**src/design/fsrr_pkg.sv**
```systemverilog
// Constants for the flash status register read block.
// Assumes one 200 MHz reference clock samples every serial pin.
package fsrr_pkg;
  // Opcodes
  localparam logic [7:0] FSRR_OP_READ_STATUS = 8'h05;
  localparam logic [7:0] FSRR_OP_WRITE_BYTE_ONE = 8'h01;
  localparam logic [7:0] FSRR_OP_WRITE_BYTE_TWO = 8'h31;
  // Byte one field positions
  localparam int FSRR_B1_LOCK = 7;
  localparam int FSRR_B1_RSV = 6;
  localparam int FSRR_B1_ERR = 5;
  localparam int FSRR_B1_PROT_PIN = 4;
  localparam int FSRR_B1_COVER_HI = 3;
  localparam int FSRR_B1_COVER_LO = 2;
  localparam int FSRR_B1_WR_EN = 1;
  localparam int FSRR_BUSY = 0;
  // Byte two field positions
  localparam int FSRR_B2_RST_EN = 4;
  localparam int FSRR_B2_LOCKDN_EN = 3;
  localparam int FSRR_B2_PROG_SUSP = 2;
  localparam int FSRR_B2_ERASE_SUSP = 1;
  // Reset values of the writable bits
  localparam logic FSRR_LOCK_RST = 1'b0;
  localparam logic FSRR_RST_EN_RST = 1'b0;
  localparam logic FSRR_LOCKDN_EN_RST = 1'b0;
  // Bit counter
  localparam logic [2:0] FSRR_LAST_BIT = 3'h7;
  localparam logic [2:0] FSRR_FIRST_BIT = 3'h0;
  typedef enum logic [2:0] {
    FSRR_OPCODE,
    FSRR_READ,
    FSRR_WRITE_ONE,
    FSRR_WRITE_TWO,
    FSRR_IGNORE
  } fsrr_state_t;
endpackage

```
**src/design/fsrr_top.sv**
```systemverilog
// Serial status register of a flash device with its read and write commands.
// Assumes a mode 0 or mode 3 serial host; serial pins are asynchronous to I_REF_CLK.
// Behaviour
// - After chip select and read-status opcode, status bits go out every clock.
// - After byte two, output returns to byte one while select and clock continue.
// - Each repeated byte reflects current internal state, not a start snapshot.
// - Bit 0 of both bytes shows busy, sampled afresh for each byte.
// - Read-status is accepted at any time, even during program or erase.
// - Releasing select anywhere ends the read and floats the serial output.
// - Byte one bit 7 is writable protection lock flag, reset 0.
// - Byte one bit 5 is read-only program or erase error flag.
// - Byte one bit 4 reads 0 while write-protect pin asserted, else 1.
// - Byte one bits 3:2 report software protection coverage, default all.
// - Byte one bit 1 shows write enable latch, read-only.
// - Byte two bit 4 is writable reset-command enable, reset 0.
// - Byte two bit 3 is writable lockdown-command enable, reset 0.
// - Byte two bit 2 reads 1 while a sector is program suspended.
// - Byte two bit 1 reads 1 while a sector is erase suspended.
// - Byte one write changes only bit 7.
// - Byte two write changes only bits 4 and 3.
// - With write-protect pin asserted the lock flag may only go 0 to 1.
// - Reset-command enable holds until rewritten or power cycled.
`timescale 1ns/1ps
module fsrr_top
  import fsrr_pkg::*;
(
  // Clock and reset
  input wire logic I_REF_CLK,
  input wire logic I_RSTN,
  // Serial pins
  input wire logic I_CS_N,
  input wire logic I_SCK,
  input wire logic I_SI,
  input wire logic I_WP_N,
  output logic O_SO,
  output logic O_SO_OE,
  // Internal device state
  input wire logic I_BUSY_FLAG,
  input wire logic I_PROGRAM_ERASE_ERROR,
  input wire logic [1:0] I_SOFTWARE_PROTECT_STATE,
  input wire logic I_WRITE_ENABLE_LATCH,
  input wire logic I_PROGRAM_SUSPEND_FLAG,
  input wire logic I_ERASE_SUSPEND_FLAG,
  // Writable status bits and write completion
  output logic O_PROTECTION_LOCK_FLAG,
  output logic O_RESET_CMD_ENABLE,
  output logic O_LOCKDOWN_CMD_ENABLE,
  output logic O_STATUS_WRITE_DONE
);
  import fsrr_pkg::*;

  logic rst_meta_r;
  logic rst_n_r;
  logic [3:0] pin_meta_r;
  logic [3:0] pin_sync_r;
  logic sck_prev_r;
  logic cs_n_s;
  logic sck_s;
  logic si_s;
  logic wp_n_s;
  logic sck_rise;
  logic sck_fall;
  logic selected;
  fsrr_state_t state_r;
  logic [2:0] in_cnt_r;
  logic [7:0] in_shift_r;
  logic [7:0] in_byte;
  logic [2:0] out_cnt_r;
  logic [7:0] out_shift_r;
  logic byte_sel_r;
  logic [7:0] byte_one;
  logic [7:0] byte_two;
  logic [7:0] live_byte;
  logic lock_r;
  logic rst_en_r;
  logic lockdn_en_r;
  logic so_r;
  logic so_oe_r;
  logic done_r;

  // Reset release
  always_ff @(posedge I_REF_CLK or negedge I_RSTN) begin
    if (!I_RSTN) begin
      rst_meta_r <= 1'b0;
      rst_n_r <= 1'b0;
    end else begin
      rst_meta_r <= 1'b1;
      rst_n_r <= rst_meta_r;
    end
  end

  // Pin synchronisers: {wp_n, si, sck, cs_n}
  always_ff @(posedge I_REF_CLK or negedge rst_n_r) begin
    if (!rst_n_r) begin
      pin_meta_r <= 4'hF;
      pin_sync_r <= 4'hF;
      sck_prev_r <= 1'b0;
    end else begin
      pin_meta_r <= {I_WP_N, I_SI, I_SCK, I_CS_N};
      pin_sync_r <= pin_meta_r;
      sck_prev_r <= pin_sync_r[1];
    end
  end

  assign cs_n_s = pin_sync_r[0];
  assign sck_s = pin_sync_r[1];
  assign si_s = pin_sync_r[2];
  assign wp_n_s = pin_sync_r[3];
  assign selected = !cs_n_s;
  assign sck_rise = selected && sck_s && !sck_prev_r;
  assign sck_fall = selected && !sck_s && sck_prev_r;
  assign in_byte = {in_shift_r[6:0], si_s};

  // Live status bytes, rebuilt every cycle
  always_comb begin
    byte_one = 8'h00;
    byte_one[FSRR_B1_LOCK] = lock_r;
    byte_one[FSRR_B1_ERR] = I_PROGRAM_ERASE_ERROR;
    byte_one[FSRR_B1_PROT_PIN] = wp_n_s;
    byte_one[FSRR_B1_COVER_HI:FSRR_B1_COVER_LO] = I_SOFTWARE_PROTECT_STATE;
    byte_one[FSRR_B1_WR_EN] = I_WRITE_ENABLE_LATCH;
    byte_one[FSRR_BUSY] = I_BUSY_FLAG;
    byte_two = 8'h00;
    byte_two[FSRR_B2_RST_EN] = rst_en_r;
    byte_two[FSRR_B2_LOCKDN_EN] = lockdn_en_r;
    byte_two[FSRR_B2_PROG_SUSP] = I_PROGRAM_SUSPEND_FLAG;
    byte_two[FSRR_B2_ERASE_SUSP] = I_ERASE_SUSPEND_FLAG;
    byte_two[FSRR_BUSY] = I_BUSY_FLAG;
    live_byte = byte_sel_r ? byte_two : byte_one;
  end

  // Command decode; read-status needs no busy check
  always_ff @(posedge I_REF_CLK or negedge rst_n_r) begin
    if (!rst_n_r) begin
      state_r <= FSRR_OPCODE;
      in_cnt_r <= FSRR_FIRST_BIT;
      in_shift_r <= 8'h00;
    end else if (!selected) begin
      state_r <= FSRR_OPCODE;
      in_cnt_r <= FSRR_FIRST_BIT;
    end else if (sck_rise) begin
      in_shift_r <= in_byte;
      in_cnt_r <= in_cnt_r + 3'h1;
      if (in_cnt_r == FSRR_LAST_BIT) begin
        case (state_r)
          FSRR_OPCODE: begin
            if (in_byte == FSRR_OP_READ_STATUS) begin
              state_r <= FSRR_READ;
            end else if (in_byte == FSRR_OP_WRITE_BYTE_ONE && I_WRITE_ENABLE_LATCH) begin
              state_r <= FSRR_WRITE_ONE;
            end else if (in_byte == FSRR_OP_WRITE_BYTE_TWO && I_WRITE_ENABLE_LATCH) begin
              state_r <= FSRR_WRITE_TWO;
            end else begin
              state_r <= FSRR_IGNORE;
            end
          end
          FSRR_READ: state_r <= FSRR_READ;
          FSRR_WRITE_ONE: state_r <= FSRR_IGNORE;
          FSRR_WRITE_TWO: state_r <= FSRR_IGNORE;
          FSRR_IGNORE: state_r <= FSRR_IGNORE;
          default: state_r <= FSRR_IGNORE;
        endcase
      end
    end
  end

  // Writable status bits, changed only by a complete data byte
  always_ff @(posedge I_REF_CLK or negedge rst_n_r) begin
    if (!rst_n_r) begin
      lock_r <= FSRR_LOCK_RST;
      rst_en_r <= FSRR_RST_EN_RST;
      lockdn_en_r <= FSRR_LOCKDN_EN_RST;
      done_r <= 1'b0;
    end else begin
      done_r <= 1'b0;
      if (selected && sck_rise && in_cnt_r == FSRR_LAST_BIT) begin
        if (state_r == FSRR_WRITE_ONE) begin
          done_r <= 1'b1;
          if (wp_n_s || in_byte[FSRR_B1_LOCK]) begin
            lock_r <= in_byte[FSRR_B1_LOCK];
          end
        end else if (state_r == FSRR_WRITE_TWO) begin
          done_r <= 1'b1;
          rst_en_r <= in_byte[FSRR_B2_RST_EN];
          lockdn_en_r <= in_byte[FSRR_B2_LOCKDN_EN];
        end
      end
    end
  end

  // Status shifter: new byte loaded on the first falling edge of each byte
  always_ff @(posedge I_REF_CLK or negedge rst_n_r) begin
    if (!rst_n_r) begin
      out_cnt_r <= FSRR_FIRST_BIT;
      out_shift_r <= 8'h00;
      byte_sel_r <= 1'b0;
      so_r <= 1'b0;
      so_oe_r <= 1'b0;
    end else if (!selected || state_r != FSRR_READ) begin
      out_cnt_r <= FSRR_FIRST_BIT;
      byte_sel_r <= 1'b0;
      so_oe_r <= 1'b0;
    end else if (sck_fall) begin
      so_oe_r <= 1'b1;
      out_cnt_r <= out_cnt_r + 3'h1;
      if (out_cnt_r == FSRR_FIRST_BIT) begin
        so_r <= live_byte[7];
        out_shift_r <= {live_byte[6:0], 1'b0};
      end else begin
        so_r <= out_shift_r[7];
        out_shift_r <= {out_shift_r[6:0], 1'b0};
      end
      if (out_cnt_r == FSRR_LAST_BIT) begin
        byte_sel_r <= !byte_sel_r;
      end
    end
  end

  assign O_SO = so_r;
  assign O_SO_OE = so_oe_r;
  assign O_PROTECTION_LOCK_FLAG = lock_r;
  assign O_RESET_CMD_ENABLE = rst_en_r;
  assign O_LOCKDOWN_CMD_ENABLE = lockdn_en_r;
  assign O_STATUS_WRITE_DONE = done_r;
endmodule // fsrr_top

```
**config.mk**
```make
export PLATFORM = sky130hd
export DESIGN_NAME = fsrr_top
export DESIGN_NICKNAME = d
export VERILOG_FILES = /design/src/design/fsrr_pkg.sv /design/src/design/fsrr_top.sv
export SDC_FILE = /design/constraint.sdc
export NUM_CORES = 1
export LEC_CHECK = 0
export BUFFER_PORTS_ARGS = -buffer_cell sky130_fd_sc_hd__buf_4
export CAP_MARGIN = 20
export CORE_AREA = 5 5 65 67
export DETAILED_ROUTE_END_ITERATION = 12
export DIE_AREA = 0 0 70 72
export PLACE_DENSITY = 0.77
export SETUP_SLACK_MARGIN = 0.2
export SYNTH_ARGS = -nofsm -noshare
export SYNTH_HDL_FRONTEND = slang
export SYNTH_SLANG_ARGS = --single-unit
```
**constraint.sdc**
```tcl
create_clock -name I_REF_CLK -period 1.19 [get_ports I_REF_CLK]
set_clock_uncertainty 0.1 [all_clocks]
set_input_delay 0.0595 -clock I_REF_CLK [delete_from_list [all_inputs] [get_ports I_REF_CLK]]
set_output_delay 0.0595 -clock I_REF_CLK [all_outputs]
set_load 0.005 [all_outputs]
```
# Word-level counts from Yosys, hierarchy flattened

Cells that the tools add are included.

Bits in registers: 42
Input port bits: 13
Output and inout bits: 6

$add $sub $neg: 2
Eq/ne operators: 9
Mux-type cells: 22
Bitwise logic cells: 3
Reduce and logical (&&, ||, !) cells: 26

Operators with widths:

| kind                                          | count |
|---|---|
| two-way mux 3 bit                             | 10 |
| two-way mux 8 bit                             | 2 |
| two-way mux 1 bit                             | 9 |
| == test 8 x 1 -> 1 bit, second input constant | 1 |
| == test 8 x 3 -> 1 bit, second input constant | 1 |
| == test 8 x 6 -> 1 bit, second input constant | 1 |
| logical AND 1 bit                             | 8 |
| AND reduction 2 bit                           | 4 |
| nonzero test 2 bit                            | 4 |
| adder 3 x 1 -> 3 bit, second input constant   | 2 |
| == test 3 x 2 -> 1 bit, second input constant | 2 |
| == test 3 bit, second input constant          | 2 |
| logical NOT 3 bit                             | 2 |
| case mux 3 bit (2 select lines)               | 1 |
| AND reduction 3 bit                           | 2 |
| logical NOT 1 bit                             | 4 |
| == test 3 x 1 -> 1 bit, second input constant | 1 |
| != test 3 x 1 -> 1 bit, second input constant | 1 |
| inverter 1 bit                                | 3 |
| logical OR 1 bit                              | 2 |

# Depth between registers and ports, before layout

Depth in word-level cells: 9
Mapped depth: 7

# Worst setup path before layout

No wires, ideal clock.

Path type: register to register
Start: register pin_sync_r[0]
End: register out_shift_r[1]
Data arrival time: 1763 ps
Required time: 960 ps
Setup slack: -804 ps
Stages on the path, launching flop included: 8
Path buffers: 3
Cell sequence: dfstp_2 -> or4b_1 -> buf_2 -> or3b_1 -> buf_2 -> buf_6 -> nand2_1 -> o31ai_1

Longest elaborated chain between the ends: 4
Elaborated cells between the ends (all ways): 6
Those cells by class: bitwise: 1; reduce/logical: 5

Ends and longest elaborated chain:

| element                           | RTL line        | source |
|---|---|---|
| start, declared                   | fsrr_top.sv:55  | `logic [3:0] pin_sync_r;` |
| start signal, assigned            | fsrr_top.sv:100 | `pin_sync_r <= pin_meta_r;` |
| logical NOT 1 bit                 | fsrr_top.sv:109 | `assign selected = !cs_n_s;` |
| logical AND 1 bit (2 in a row)    | fsrr_top.sv:111 | `assign sck_fall = selected && !sck_s && sck_prev_r;` |
| AND reduction 2 bit (no line) (*) | --              |  |
| end signal, assigned              | fsrr_top.sv:208 | `out_shift_r <= {live_byte[6:0], 1'b0};` |
| end signal, assigned              | fsrr_top.sv:211 | `out_shift_r <= {out_shift_r[6:0], 1'b0};` |
| end, declared                     | fsrr_top.sv:69  | `logic [7:0] out_shift_r;` |

Mark *: on every way between the ends. The rest lies on a longest branch, timed or not.
A chain may end at the register's enable or synchronous reset.

# Worst setup path after layout

Start: register state_r[2]
End: register out_shift_r[5]

Longest elaborated chain between the ends: 4

Ends and longest elaborated chain:

| element                       | RTL line        | source |
|---|---|---|
| start, declared               | fsrr_top.sv:64  | `fsrr_state_t state_r;` |
| start signal, assigned        | fsrr_top.sv:135 | `state_r <= FSRR_OPCODE;` |
| start signal, assigned        | fsrr_top.sv:139 | `state_r <= FSRR_OPCODE;` |
| start signal, assigned        | fsrr_top.sv:148 | `state_r <= FSRR_READ;` |
| != test 3 x 1 -> 1 bit        | fsrr_top.sv:199 | `end else if (!selected \|\| state_r != FSRR_READ) begin` |
| logical OR 1 bit              | fsrr_top.sv:199 |  |
| inverter 1 bit (no line)      | --              |  |
| AND reduction 2 bit (no line) | --              |  |

No other way between the ends.

==> flow_summary.json <==
{
  "synth-seq-area-share": 0.596,
  "vdd_drop_max_v": 0.000649,
  "dieArea_mm2": 0.00504,
  "placed_cell_area_mm2": 0.00219,
  "endpoint_kind": "register",
  "crit_fanout": 15,
  "netlist_area_mm2": 0.00174,
  "synthDistinctLibCells": 33,
  "synth_warnings": 0,
  "cts-root-buf": "clkbuf_4",
  "start_kind": "register",
  "multi_input_area_um2": 840,
  "drt-total-wl_um": 3990,
  "area_delta_synth_final_pct": 51.1,
  "r2r_end": "out_shift_r[5]$_DFFE_PN0P_",
  "design_area_mm2": 0.00263,
  "fillers": 227,
  "drcViolationCount": 0,
  "routed_via_density": 5.16,
  "tns_ps": -13710,
  "antenna_cells": 0,
  "cts_tree": "yes",
  "routedWlPerCell_um": 15.0,
  "clkTransAtPathRegs_ps": 110,
  "fin_crit_ps": 1830,
  "grtUsageTotal": 0.165,
  "nets": 236,
  "h-tree-depth": 2,
  "grt_max_degree": 27,
  "port-buffer-count": 18,
  "vias": 1377,
  "die_y_um": 72,
  "status": "finished, violations left",
  "die_w_um": 70,
  "grt_overflow": 0,
  "r2r_cells": 5,
  "fin_hold_ws_ps": 35.3,
  "place_congestion": 0.780,
  "drive_above_1_share": 0.525,
  "crit_type": "register to register",
  "cts_buffers": 5,
  "avgSynthCellArea_um2": 11.6,
  "timing.fmax_ghz": 0.547,
  "reg2reg_from": "state_r[2]$_DFFE_PN0P_",
  "cts.sinks": 41,
  "insertion_delay_ps": 360,
  "grt_pass1_vias": 1414,
  "synth_area_leaders": "dfrtp_1, dfstp_2, mux2_2",
  "rsz0062_at_grt": "true",
  "violations": "setup timing",
  "start_util": 0.486,
  "p_leak_nw": 1.25,
  "syn_nets": 168,
  "grt_pass1_wl_um": 6510,
  "ios": 19,
  "ys_ff_latch": 41,
  "synth_largest_area_cell": "dfrtp_1",
  "synth_cells": 150,
  "slew_viol_final": 0,
  "finalCritPeriodShare": 1.54,
  "setup_slack_ps": -639,
  "drtIter0Drc": 65,
  "cts_buffer_depth": 2,
  "maxCapViolations": 0,
  "ant_nets": 0,
  "cellPowerDensity_mw_per_mm2": 1170,
  "first_pass_iters": 4,
  "required_ps": 1340,
  "hpwl_um": 2510,
  "arrival_ps": 1980,
  "finalSetupViolations": 30,
  "hold_path_class": "register to asynchronous set/reset pin",
  "synth_top_area_share": 0.475,
  "coreArea_mm2": 0.00358,
  "r2r_slack_ps": -640,
  "ff_latch_area_mm2": 0.00104,
  "rows": 22,
  "antenna_found_initial": 0,
  "finalHoldViolCount": 0
}
[worst max path at each step]
stage	from	to	slack (ps)	cells past startpoint
4_1_cts	pin_sync_r[0]$_DFF_PN1_	out_shift_r[5]$_DFFE_PN0P_	-630	5
3_3_place_gp	in_cnt_r[0]$_DFFE_PN0P_	O_LOCKDOWN_CMD_ENABLE$_DFFE_PN0P_	-630	7
5_1_grt	state_r[2]$_DFFE_PN0P_	out_shift_r[2]$_DFFE_PN0P_	-710	5
6_report	state_r[2]$_DFFE_PN0P_	out_shift_r[5]$_DFFE_PN0P_	-640	5
2_1_floorplan	pin_sync_r[0]$_DFF_PN1_	out_shift_r[5]$_DFFE_PN0P_	-770	7
3_5_place_dp	state_r[2]$_DFFE_PN0P_	out_shift_r[5]$_DFFE_PN0P_	-680	5
[kinds of logic (layout without fill, tap and decap cells)]
kind of cell,after synthesis,count (layout),share of synthesized area
muxes,14,14,0.0871
AOI/OAI and AO/OA,25,25,0.0899
DFF,41,41,0.596
buffers and inverters,12,81,0.0317
xor gates and xnor gates,4,4,0.0201
adders and majority gates,5,5,0.0360
other,1,1,0.00216
and+or+nand+nor,48,48,0.137
[critical path, stage by stage, from the launching register on]
cell     delay, ps
dfrtp_1        410
or4b_4         520
or3b_4         400
buf_6          160
nand2_1         90
o21ai_2         60
[metal layers]
layer | up-vias | global-route usage | share of wire
met5 | - | 0 | 0
met4 | 0 | 0.0809 | 0.029
met3 | 12 | 0.0651 | 0.045
met2 | 34 | 0.271 | 0.49
met1 | 681 | 0.191 | 0.43
li1 | 650 | - | -
[cells in the mapped netlist (all sizes together)]
cell,number
dfrtp,33
nand2,16
nor2,14
o21ai,11
mux2,9
a21oi,8
dfstp,8
ha,5
inv,5
mux2i,5
clkbuf,4
nand3,4
nor3b,4
buf,3
xnor2,3
nand2b,2
nor2b,2
o41ai,2
a211oi,1
a32o,1
and2,1
and4b,1
conb,1
nand4b,1
o221a,1
o31ai,1
or3b,1
or4,1
or4b,1
xor2,1
[what timing repair did]
action / 4_1_cts / 5_1_grt
hold endpoints to repair: 7 / 0
buffers inserted: 10 / 4
gates resized for setup: 36 / 8
pin swaps: 11 / 2
setup endpoints to repair: 36 / 36
hold buffers: 7 / 0
[sequential cells by signal (all words and copies together) (netlist names), 3 cells and up]
signal       cells
state_r          3
in_cnt_r         3
pin_sync_r       4
pin_meta_r       4
in_shift_r       7
out_shift_r      7
out_cnt_r        3
[through the flow]
step | power, mW | setup WS, ps | std cells | util
floorplan | 1.95 | -772 | 150 | -
global placement | 2.21 | -629 | 238 | 0.613
detailed placement | 2.23 | -675 | 238 | 0.613
CTS | 3.05 | -632 | 263 | 0.714
global route | 3.24 | -709 | 267 | 0.734
finish | 3.08 | -639 | 267 | 0.734
[power by group]
part / internal, mW / switching (mW) / leakage [nW]
logic: 0.417 / 0.261 / 0.714
clock network: 0.342 / 0.425 / 0.0413
registers: 1.52 / 0.111 / 0.499
[area by class of cell]
cell class / instances / share of cell area
sequential: 41 / 0.395
multi-input combinational: 97 / 0.320
timing repair buffer: 68 / 0.229
clock buffer: 7 / 0.0248
tap: 48 / 0.0229
inverter: 5 / 0.00714
clock inverter: 1 / 0.00190
[layout by cell type, fill, tap and decap left out, types with 2 or more instances in the layout]
cell type      netlist  routed
o21ai_1              5       7
ha_4                 0       3
nor2_2               0       3
mux2i_1              5       5
mux2_4               0       9
buf_6                1      13
dfrtp_1             33      32
nand3_2              0       2
nand2b_1             2       2
inv_1                5       4
nor2_1              14       9
a21oi_1              8       7
o21ai_2              2       2
nand3_1              4       2
dfstp_2              8       8
buf_4                0      46
nor3b_1              4       3
dlygate4sd3_1        0       7
clkbuf_8             0       2
clkbuf_4             0       5
o21ai_0              4       2
buf_12               0       2
nor2_4               0       2
nand2_1             16      14
nand2_4              0       2
xnor2_1              3       3
(Power assumes the default switching activity.)
